`src/hdl/fpx_pkg.sv`:
```
// Constants for the floating-point status and exception control block
package fpx_pkg;
  // Status word geometry
  localparam int          FPX_W        = 16;
  localparam int          FPX_B_ERR    = 15;
  localparam int          FPX_B_GDIS   = 14;
  localparam int          FPX_B_RSV_HI = 13;
  localparam int          FPX_B_RSV_LO = 12;
  localparam int          FPX_B_UV     = 11;
  localparam int          FPX_B_UF     = 10;
  localparam int          FPX_B_OV     = 9;
  localparam int          FPX_B_IC     = 8;
  localparam logic [15:0] FPX_RESET    = 16'h0000;
  localparam logic [15:0] FPX_RSV_MASK = 16'h3000;

  // Exception codes
  localparam logic [3:0]  FPX_EC_NONE  = 4'h0;
  localparam logic [3:0]  FPX_EC_ILL   = 4'h2;
  localparam logic [3:0]  FPX_EC_DIV   = 4'h4;
  localparam logic [3:0]  FPX_EC_CONV  = 4'h6;
  localparam logic [3:0]  FPX_EC_OVF   = 4'h8;
  localparam logic [3:0]  FPX_EC_UNF   = 4'hA;
  localparam logic [3:0]  FPX_EC_UV    = 4'hC;

  // Shared vector, octal 244
  localparam logic [15:0] FPX_VECTOR   = 16'h00A4;

  // Exponent handling: biased field width, octal 400 wrap, top biased value
  localparam int          FPX_EXP_W    = 8;
  localparam int          FPX_FRAC_W   = 7;
  localparam logic [9:0]  FPX_EXP_WRAP = 10'h100;
  localparam logic [9:0]  FPX_EXP_MAX  = 10'h0FF;
  localparam logic [15:0] FPX_ZERO     = 16'h0000;

  // Result path state
  typedef enum logic [1:0] {
    FPX_RES_NORMAL,
    FPX_RES_TRAPPED,
    FPX_RES_FLUSHED
  } fpx_res_type;
endpackage

```
`src/hdl/fpx_mzero_detect.sv`:
```
// Minus-zero (undefined variable) pattern detector
`timescale 1ns/1ps
module fpx_mzero_detect
  import fpx_pkg::*;
(
  // High word of a floating value
  input  wire logic [15:0] word,
  // Pattern found
  output wire logic        is_mzero
);
  // Sign set and biased exponent zero, fraction ignored
  assign is_mzero = word[15] && (word[14:7] == 8'h00);
endmodule

```
`src/hdl/fpx_result_adjust.sv`:
```
// Result exponent adjustment for overflow and underflow
`timescale 1ns/1ps
module fpx_result_adjust
  import fpx_pkg::*;
(
  // Raw result from the datapath
  input  wire logic             sign,
  input  wire logic signed [9:0] exp_true,
  input  wire logic [6:0]       frac,
  input  wire logic             frac_zero,
  // Enables from the status word
  input  wire logic             uf_en,
  input  wire logic             ov_en,
  // Adjusted result
  output wire logic [15:0]      word,
  output wire logic             ovf,
  output wire logic             unf,
  output wire fpx_res_type      kind
);
  wire logic       over;      // Biased exponent above the field
  wire logic       under;     // Biased exponent at or below zero
  wire logic [7:0] exp_wrap;  // Exponent shifted by octal 400
  wire logic [9:0] exp_adj;   // Exponent after the wrap

  assign over     = !frac_zero && (exp_true > $signed(FPX_EXP_MAX));
  assign under    = !frac_zero && (exp_true <= $signed(10'h000));
  assign ovf      = over;
  assign unf      = under;
  // Overflow drops octal 400, underflow adds it; low byte is the same both ways
  assign exp_adj  = over ? (exp_true - FPX_EXP_WRAP) : (exp_true + FPX_EXP_WRAP);
  assign exp_wrap = exp_adj[7:0];

  // Untrapped overflow or underflow gives an exact zero
  assign kind = frac_zero                      ? FPX_RES_NORMAL :
                ((over && !ov_en) || (under && !uf_en)) ? FPX_RES_FLUSHED :
                (over || under)                 ? FPX_RES_TRAPPED : FPX_RES_NORMAL;

  // Zero results are stored exactly, never wrapped
  assign word = frac_zero                 ? FPX_ZERO :
                (kind == FPX_RES_FLUSHED) ? FPX_ZERO :
                (kind == FPX_RES_TRAPPED) ? {sign, exp_wrap, frac} :
                {sign, exp_true[7:0], frac};
endmodule

```
`src/hdl/fpx_status_ctrl.sv`:
```
// Floating-point status word upper half: error flag, disables, enables, traps
`timescale 1ns/1ps
module fpx_status_ctrl
  import fpx_pkg::*;
(
  // Clock and reset
  input  wire logic              CLK,
  input  wire logic              SRST,
  // Processor bus reset instruction
  input  wire logic              BUS_RESET,
  // Status load and store
  input  wire logic              STATUS_LOAD,
  input  wire logic [15:0]       LOAD_DATA,
  output logic      [15:0]       STATUS_WORD,
  // Operand fetch check
  input  wire logic              OPND_VALID,
  input  wire logic              OPND_FROM_MEM,
  input  wire logic              OPND_UV_CLASS,
  input  wire logic [15:0]       OPND_HI,
  output logic                   UV_ABORT,
  // Instruction completion report
  input  wire logic              EXC_VALID,
  input  wire logic              EXC_ILL_OP,
  input  wire logic              EXC_DIV_ZERO,
  input  wire logic              EXC_CONV_FAIL,
  // Raw result from the datapath
  input  wire logic              RES_VALID,
  input  wire logic              RES_SIGN,
  input  wire logic signed [9:0] RES_EXP,
  input  wire logic [6:0]        RES_FRAC,
  input  wire logic              RES_ZERO,
  // Adjusted result toward memory or accumulator
  output logic                   RESULT_VALID,
  output logic      [15:0]       RESULT_HI,
  output logic                   RESULT_ZERO_FILL,
  // Interrupt request toward the core
  output logic                   FP_IRQ_REQ,
  output logic      [15:0]       FP_IRQ_VECTOR,
  output logic      [3:0]        EXC_CODE
);

  // Stored status word and registered outputs
  logic [15:0] status;        // Status word, reserved bits held zero
  logic        uv_abort;      // Trap before execution
  logic        irq_req;       // One-cycle interrupt request
  logic [3:0]  exc_code;      // Code of the latest flagged exception
  logic        res_valid;     // Result strobe
  logic [15:0] res_hi;        // Adjusted result high word
  logic        res_zfill;     // Low words must be zeroed

  // Current control bits
  wire logic   gdis;          // Global interrupt disable
  wire logic   uv_en;         // Undefined-variable enable
  wire logic   uf_en;         // Underflow enable
  wire logic   ov_en;         // Overflow enable
  wire logic   ic_en;         // Integer conversion enable

  assign gdis  = status[FPX_B_GDIS];
  assign uv_en = status[FPX_B_UV];
  assign uf_en = status[FPX_B_UF];
  assign ov_en = status[FPX_B_OV];
  assign ic_en = status[FPX_B_IC];

  // Operand minus-zero check
  wire logic   opnd_mz;       // Fetched operand is minus-zero
  wire logic   uv_hit;        // Undefined-variable trap fires

  fpx_mzero_detect u_opnd_mz (
    .word     (OPND_HI),
    .is_mzero (opnd_mz)
  );

  // Accumulator operands never trap; enable clear lets minus-zero through
  assign uv_hit = OPND_VALID && OPND_FROM_MEM && OPND_UV_CLASS
                  && opnd_mz && uv_en;

  // Result adjustment
  wire logic [15:0] adj_word;  // Result after exponent handling
  wire logic        adj_ovf;   // Result overflowed
  wire logic        adj_unf;   // Result underflowed
  fpx_res_type      adj_kind;  // Normal, trapped or flushed
  wire logic        adj_mz;    // Adjusted word is minus-zero

  fpx_result_adjust u_adjust (
    .sign      (RES_SIGN),
    .exp_true  (RES_EXP),
    .frac      (RES_FRAC),
    .frac_zero (RES_ZERO),
    .uf_en     (uf_en),
    .ov_en     (ov_en),
    .word      (adj_word),
    .ovf       (adj_ovf),
    .unf       (adj_unf),
    .kind      (adj_kind)
  );

  fpx_mzero_detect u_res_mz (
    .word     (adj_word),
    .is_mzero (adj_mz)
  );

  // Exception sources; maskable ones count only when enabled
  wire logic ex_ill;          // Illegal opcode
  wire logic ex_div;          // Divide by zero
  wire logic ex_conv;         // Enabled conversion failure
  wire logic ex_ovf;          // Enabled overflow
  wire logic ex_unf;          // Enabled underflow
  wire logic err_set;         // Any flag-setting exception this cycle
  wire logic next_irq;        // Request to issue next cycle

  assign ex_ill  = EXC_VALID && EXC_ILL_OP;
  assign ex_div  = EXC_VALID && EXC_DIV_ZERO;
  assign ex_conv = EXC_VALID && EXC_CONV_FAIL && ic_en;
  assign ex_ovf  = RES_VALID && adj_ovf && ov_en;
  assign ex_unf  = RES_VALID && adj_unf && uf_en;
  // Flag set never looks at the global disable
  assign err_set = uv_hit || ex_ill || ex_div || ex_conv || ex_ovf || ex_unf;
  // Bus reset drops a request in flight, but the flag stays
  assign next_irq = err_set && !gdis && !BUS_RESET;

  // Code selection; the pre-execution trap comes first
  wire logic [3:0] next_code;  // Code for this cycle's exception
  assign next_code = uv_hit  ? FPX_EC_UV   :
                     ex_ill  ? FPX_EC_ILL  :
                     ex_div  ? FPX_EC_DIV  :
                     ex_conv ? FPX_EC_CONV :
                     ex_ovf  ? FPX_EC_OVF  :
                     ex_unf  ? FPX_EC_UNF  : exc_code;

  // Next status word
  wire logic [15:0] load_word;    // Loaded word, reserved bits dropped
  wire logic [15:0] base_word;    // Load or hold
  wire logic [15:0] next_status;  // Set wins over the load's clear

  assign load_word   = LOAD_DATA & ~FPX_RSV_MASK;
  assign base_word   = STATUS_LOAD ? load_word : status;
  // The hardware only ever ORs into the flag, never clears it
  assign next_status = base_word | {err_set, 15'h0000};

  // Result store: a minus-zero without an interrupt becomes clean zero
  wire logic [15:0] next_res_hi;  // Word to store
  wire logic        next_zfill;   // Zero the low words too
  wire logic        mz_unguard;   // Minus-zero with no request beside it

  assign mz_unguard  = adj_mz && !next_irq;
  assign next_res_hi = mz_unguard ? FPX_ZERO : adj_word;
  assign next_zfill  = mz_unguard || (adj_kind == FPX_RES_FLUSHED);

  // Status word register; SRST clears, bus reset does not touch it
  always_ff @(posedge CLK) begin
    if (SRST) begin
      status <= FPX_RESET;
    end else begin
      status <= next_status;
    end
  end

  // Interrupt request and exception code
  always_ff @(posedge CLK) begin
    if (SRST) begin
      irq_req  <= 1'b0;
      exc_code <= FPX_EC_NONE;
    end else begin
      irq_req  <= next_irq;
      exc_code <= next_code;
    end
  end

  // Pre-execution abort toward the sequencer
  always_ff @(posedge CLK) begin
    if (SRST) begin
      uv_abort <= 1'b0;
    end else begin
      uv_abort <= uv_hit;
    end
  end

  // Result register
  always_ff @(posedge CLK) begin
    if (SRST) begin
      res_valid <= 1'b0;
      res_hi    <= FPX_ZERO;
      res_zfill <= 1'b0;
    end else begin
      res_valid <= RES_VALID;
      res_hi    <= RES_VALID ? next_res_hi : res_hi;
      res_zfill <= RES_VALID && next_zfill;
    end
  end

  // Vector is fixed; held in a flop so the output is registered
  always_ff @(posedge CLK) begin
    if (SRST) begin
      FP_IRQ_VECTOR <= FPX_VECTOR;
    end else begin
      FP_IRQ_VECTOR <= FPX_VECTOR;
    end
  end

  // Output wiring from flops
  assign STATUS_WORD      = status;
  assign UV_ABORT         = uv_abort;
  assign FP_IRQ_REQ       = irq_req;
  assign EXC_CODE         = exc_code;
  assign RESULT_VALID     = res_valid;
  assign RESULT_HI        = res_hi;
  assign RESULT_ZERO_FILL = res_zfill;
endmodule

```
`config.mk`:
```
export PLATFORM = sky130hd
export DESIGN_NAME = fpx_status_ctrl
export DESIGN_NICKNAME = d
export VERILOG_FILES = /design/src/hdl/fpx_pkg.sv /design/src/hdl/fpx_mzero_detect.sv /design/src/hdl/fpx_result_adjust.sv /design/src/hdl/fpx_status_ctrl.sv
export SDC_FILE = /design/constraint.sdc
export NUM_CORES = 1
export LEC_CHECK = 0
export BUFFER_PORTS_ARGS = -buffer_cell sky130_fd_sc_hd__buf_2
export CAP_MARGIN = 20
export CORE_UTILIZATION = 44
export CTS_CLUSTER_SIZE = 28
export DETAILED_ROUTE_END_ITERATION = 10
export PLACE_DENSITY = 0.84
export SETUP_SLACK_MARGIN = 0.2
export SYNTH_ARGS = -nofsm -noshare
export SYNTH_HDL_FRONTEND = slang
export SYNTH_SLANG_ARGS = --single-unit
```
`constraint.sdc`:
```
create_clock -name CLK -period 4.2 [get_ports CLK]
set_input_delay 0.84 -clock CLK [delete_from_list [all_inputs] [get_ports CLK]]
set_output_delay 0.84 -clock CLK [all_outputs]
set_load 0.005 [all_outputs]
```
Word-level counts from Yosys, hierarchy flattened
Cells that the tools add are included.
{"block": "classes", "n_eq_ne": 2, "mux": 15, "bitwise_logic": 1, "n_reduce_logical": 41, "n_addsub": 2, "n_lt_le_gt_ge": 2}
{"cell": "16-bit two-way mux", "count": 4}
{"cell": "4-bit two-way mux", "count": 6}
{"cell": "1-bit logical AND", "count": 22}
{"cell": "8-bit logical NOT", "count": 2}
{"cell": "16-bit OR", "count": 1}
{"cell": "15-bit two-way mux", "count": 1}
{"cell": "10-bit by 9-bit > comparator with 1-bit output (second input constant)", "count": 1}
{"cell": "10-bit by 1-bit less-or-equal comparator with 1-bit output (second input constant)", "count": 1}
{"cell": "8-bit by 1-bit adder with 8-bit output (second input constant)", "count": 1}
{"cell": "1-bit logical OR", "count": 8}
{"cell": "8-bit two-way mux", "count": 1}
{"cell": "8-bit by 1-bit subtractor with 8-bit output (second input constant)", "count": 1}
{"cell": "1-bit logical NOT", "count": 6}
{"cell": "6-bit nonzero test", "count": 1}
{"cell": "5-bit nonzero test", "count": 1}
{"cell": "2-bit two-way mux", "count": 2}
{"cell": "2-bit by 1-bit == test with 1-bit output (second input constant)", "count": 1}
{"cell": "2-bit == test (second input constant)", "count": 1}
{"cell": "2-bit OR reduction", "count": 1}
{"cell": "1-bit two-way mux", "count": 1}
{"block": "word_totals", "register_bits": 39}

Depth between registers and ports, before layout
{"block": "logic_depth", "word_depth": 15, "depth_mapped": 5}

Modules after synthesis
A second synthesis with hierarchy kept.
{"block": "unflattened", "hier_cells": 215, "area_unflattened_um2": 2014.4}
{"module": "fpx_status_ctrl", "area_per_inst_um2": 1740.4, "cells_per_inst": 177, "instances": 1}
{"module": "fpx_result_adjust", "area_per_inst_um2": 216.5, "cells_per_inst": 32, "instances": 1}
{"module": "fpx_mzero_detect", "area_per_inst_um2": 28.8, "cells_per_inst": 3, "instances": 2}

Least setup slack after synthesis
OpenSTA, ideal clock, no wires.
{"block": "synth_timing", "kind": "in2reg", "start": "input port RES_EXP[0]", "end": "register res_hi[10], in the netlist RESULT_HI[10]", "required_time_ps": 4083, "setup_slack_ps": 1770, "path_stages": 5, "t_arrival_ps": 2313, "path_cell_list": "or4_1 > or4_1 > and2_1 > buf_6 > a22o_1"}
{"block": "synth_between", "elab_chain_cells": 14}
{"element": "from (decl)", "line_no": "fpx_status_ctrl.sv:29", "text": "input wire logic signed [9:0] RES_EXP,"}
{"element": "10-bit by 9-bit > comparator with 1-bit output / 10-bit by 1-bit less-or-equal comparator with 1-bit output (equally long branches)", "line_no": "fpx_result_adjust.sv:25, fpx_result_adjust.sv:26"}
{"element": "1-bit logical AND (on tied branches)", "line_no": "fpx_result_adjust.sv:25, fpx_result_adjust.sv:26"}
{"element": "1-bit logical OR / 1-bit logical AND (equally long branches)", "line_no": "fpx_result_adjust.sv:36, fpx_result_adjust.sv:35"}
{"element": "1-bit two-way mux / 1-bit logical OR (equally long branches)", "line_no": "fpx_result_adjust.sv:36, fpx_result_adjust.sv:35"}
{"element": "2-bit two-way mux", "line_no": "fpx_result_adjust.sv:35", "text": "((over && !ov_en) || (under && !uf_en)) ? FPX_RES_FLUSHED :"}
{"element": "2-bit two-way mux", "line_no": "fpx_result_adjust.sv:34", "text": "assign kind = frac_zero ? FPX_RES_NORMAL :"}
{"element": "2-bit by 1-bit == test with 1-bit output", "line_no": "fpx_result_adjust.sv:41", "text": "(kind == FPX_RES_TRAPPED) ? {sign, exp_wrap, frac} :"}
{"element": "15-bit two-way mux", "line_no": "fpx_result_adjust.sv:41"}
{"element": "16-bit two-way mux", "line_no": "fpx_result_adjust.sv:40", "text": "(kind == FPX_RES_FLUSHED) ? FPX_ZERO :"}
{"element": "16-bit two-way mux", "line_no": "fpx_result_adjust.sv:39", "text": "assign word = frac_zero ? FPX_ZERO :"}
{"element": "8-bit logical NOT", "line_no": "fpx_mzero_detect.sv:12", "text": "assign is_mzero = word[15] && (word[14:7] == 8'h00);"}
{"element": "1-bit logical AND", "line_no": "fpx_mzero_detect.sv:12"}
{"element": "1-bit logical AND", "line_no": "fpx_status_ctrl.sv:145", "text": "assign mz_unguard = adj_mz && !next_irq;"}
{"element": "16-bit two-way mux *", "line_no": "fpx_status_ctrl.sv:146", "text": "assign next_res_hi = mz_unguard ? FPX_ZERO : adj_word;"}
{"element": "to (signal assigned)", "line_no": "fpx_status_ctrl.sv:186", "text": "res_hi <= RES_VALID ? next_res_hi : res_hi;"}
{"element": "to (decl)", "line_no": "fpx_status_ctrl.sv:48", "text": "logic [15:0] res_hi;"}
Every way passes the cells marked *; elsewhere a longest branch is shown, timed or not.
A chain may end at the register's enable or synchronous reset.

Final worst setup path
{"block": "layout_timing", "start": "input port RES_EXP[0]", "end": "register res_hi[13], in the netlist RESULT_HI[13]"}
The elaborated chain is that of the path after synthesis.

==> run_results.csv <==
group,metric,value,unit
synthesis,syn_area,1730,µm²
sta,setup_total_negative_slack,0,ps
outcome,outcome,"finished, final reports clean",
critical_path,worst_ep_required_time,4370,ps
power,peak_vdd_ir,200,µV
synthesis,postSynthCellCount,183,
clock_network,ctsRootBufferMaster,"sky130_fd_sc_hd__clkbuf_8",
critical_path,worstSetupStartpointType,"input port",
sta,timing_max_transition_violations_final,0,
sta,layout_worst_path_cycle_share,62.3,%
grt,grt_antenna_before_repair,0,
grt,grt_overflow_total,0,
layout,final_cell_count_no_fill,316,
floorplan,fp-row-count,22,
clock_network,hold_buffers,0,
min_path,hold_path_class,"flop to flop",
synthesis,yosysSeqAreaShare,42.7,%
synthesis,synthDistinctLibCells,41,
route,total_vias_in_the_final_route,1625,
power,power.static_leakage,1.07,nW
sta,max_clock_freq,382,MHz
floorplan,floorplan.io_pins,119,
clock_network,tritoncts.num_buffers,5,
synthesis,synth.top_cells.by_count,"sky130_fd_sc_hd__dfxtp_1 (37), sky130_fd_sc_hd__buf_4 (21), sky130_fd_sc_hd__nor2_1 (18)",
critical_path,crit_type,"input port to flop",
synthesis,synth.ff_latch_count,37,
synthesis,synth_async_sr_flop_share,0,%
floorplan,die_x,64.8,µm
power,powerDensity,322,nW/µm²
layout,multi_input_comb_area,848,µm²
layout,layout.area.seq,741,µm²
critical_path,cp_data_arrival_time,2780,ps
place,post-place-cells,308,
place,dp.final_hpwl,3140,µm
clock_network,cts.htree.levels,2,
place,io_buffer_count,90,
layout,fin_nets,330,
sta,timing.slew.headroom,39.8,%
layout,drive_above_1_share,36.9,%
route,detailedRoute.firstPassIterationCount,4,
min_path,holdPathStages,2,
critical_path,depth_of_the_most_critical_reg_to_reg_path,4,
route,routedWlPerCell,13.3,µm
floorplan,floorplan.initialDensity,46.6,%
route,drc_violations,0,
critical_path,crit_path_max_fanout,11,
synthesis,post_synth_edffs,0,
clock_network,number_of_gates_resized_after_cts,0,
place,final_wtd_congestion,0.851,
clock_network,clock_network_latency_to_the_later_pin_of_the_worst_skew_pair,280,ps
sta,max_slew.worst_pin.slew,901,ps
synthesis,yosys-top-cells-area,"sky130_fd_sc_hd__dfxtp_1 (43%), sky130_fd_sc_hd__buf_4 (9.1%), sky130_fd_sc_hd__mux2i_1 (8.1%)",
clock_network,clockBufferDepth,2,
synthesis,synth_area_leader_cell,"sky130_fd_sc_hd__dfxtp_1",
synthesis,yosys_warnings,0,
layout,filler_cell_count,360,
grt,grt_pass1_wl,6600,µm
floorplan,die_area,4190,µm²
grt,maximum_number_of_pins_on_one_net_before_global_route_repair,24,
grt,grtUsageTotal,20.8,%
layout,area_growth,26.4,%
floorplan,vertical_die_dimension,64.8,µm
critical_path,crit_path_end_kind,"flop",
synthesis,synthFlopType,"sky130_fd_sc_hd__dfxtp_1",
route,detail_route.vias_per_cell,5.14,
grt,grt_pass1_vias,1481,
synthesis,yosys.cell_count.top_type,"sky130_fd_sc_hd__dfxtp_1",
synthesis,syn_avg_cell_area,9.47,µm²
clock_network,post-cts-setup-buffer-count,0,
sta,final-hold-violation-count,0,
sta,period_needed,2620,ps
sta,rsz0062_at_grt,"no",
sta,fin_skew,6.27,ps
floorplan,coreArea,3720,µm²
sta,report.final.setup_viol,0,
clock_network,cts_tree,"done",
route,iter_0_drt_violations,108,
clock_network,clkTransAtPathRegs,70,ps
clock_network,clock_tree_sinks,37,
synthesis,synth_top_cell_area_share,42.7,%
job,max_cap_violations,0,
route,postRouteAntennaNets,0,
layout,num_antenna_cells,0,
route,routed_wire_length,4220,µm
[through the flow]
stage	cell area (µm²)	power [mW]	worst slack, ps	hold slack (ps)	util (%)
after floorplan	1800	0.443	1770	461	-
after global placement	2110	0.477	1300	451	56.8
after detailed placement	2110	0.480	1290	454	56.8
after CTS	2190	0.712	1590	473	59.0
after global routing	2190	0.741	1500	498	59.0
final	2190	0.705	1580	469	59.0
[final timing paths]
check / slack [ps] / endpoint / from
worst min register to register: 470 / EXC_CODE[1] / EXC_CODE[1]
worst max register to register: 2160 / RESULT_HI[13] / STATUS_WORD[10]
worst max-delay path: 1580 / RESULT_HI[13] / RES_EXP[0]
worst min-delay path: 470 / EXC_CODE[1] / EXC_CODE[1]
[kinds of logic after synthesis]
family | after synthesis | synth area share, %
AO/OA/AOI/OAI | 46 | 19.4
other | 2 | 0.433
flip-flops | 37 | 42.7
AND/OR/NAND/NOR | 52 | 17.3
multiplexers | 14 | 8.09
buffers and inverters | 32 | 12.0
[flip-flops by register name, indices dropped and copies added (netlist names)]
name              count
EXC_CODE              3
RESULT_VALID          1
UV_ABORT              1
RESULT_HI            16
RESULT_ZERO_FILL      1
FP_IRQ_REQ            1
STATUS_WORD          14
[cell type report]
type,count,area share (%)
repair buffers,91,20.9
multi-input cells,131,38.7
well taps,48,2.74
inverters,1,0.171
flip-flops and latches,37,33.8
clock buffers,8,3.66
[placed cells by master (no fill, tap or decap), types with 4 or more instances in the layout]
cell                        n
sky130_fd_sc_hd__a211oi_1   7
sky130_fd_sc_hd__a21oi_1   11
sky130_fd_sc_hd__a22o_1     9
sky130_fd_sc_hd__a32oi_1    8
sky130_fd_sc_hd__buf_2     90
sky130_fd_sc_hd__clkbuf_8   5
sky130_fd_sc_hd__conb_1    19
sky130_fd_sc_hd__dfxtp_1   37
sky130_fd_sc_hd__mux2i_1   14
sky130_fd_sc_hd__nand2_1    5
sky130_fd_sc_hd__nor2_1    18
sky130_fd_sc_hd__nor2b_1    4
[per-layer routing]
layer  vias to the layer above  GRT usage, %  part of all wire (%)  wire length (µm)
li1                        812             -                     -                 -
met1                       748          23.6                    42              1780
met2                        60          36.1                    50              2100
met3                         5          6.51                   6.9               292
met4                         0          7.78                   1.0                44
met5                         -             0                     0                 0
[worst max-delay path, cell delays in order]
cell                     delay (ps)
sky130_fd_sc_hd__buf_2          120
sky130_fd_sc_hd__or4_1          540
sky130_fd_sc_hd__or4_1          690
sky130_fd_sc_hd__and2_1         320
sky130_fd_sc_hd__a22o_1         270
[report_power, final]
| part | internal, mW | switching [mW] | total (mW) | leakage [nW] |
|---|---|---|---|---|
| Clock | 0.118 | 0.115 | 0.233 | 0.0395 |
| Sequential | 0.366 | 0.00928 | 0.375 | 0.303 |
| Combinational | 0.0474 | 0.0494 | 0.0968 | 0.728 |
No activity file was read; power rests on OpenSTA's default activity.
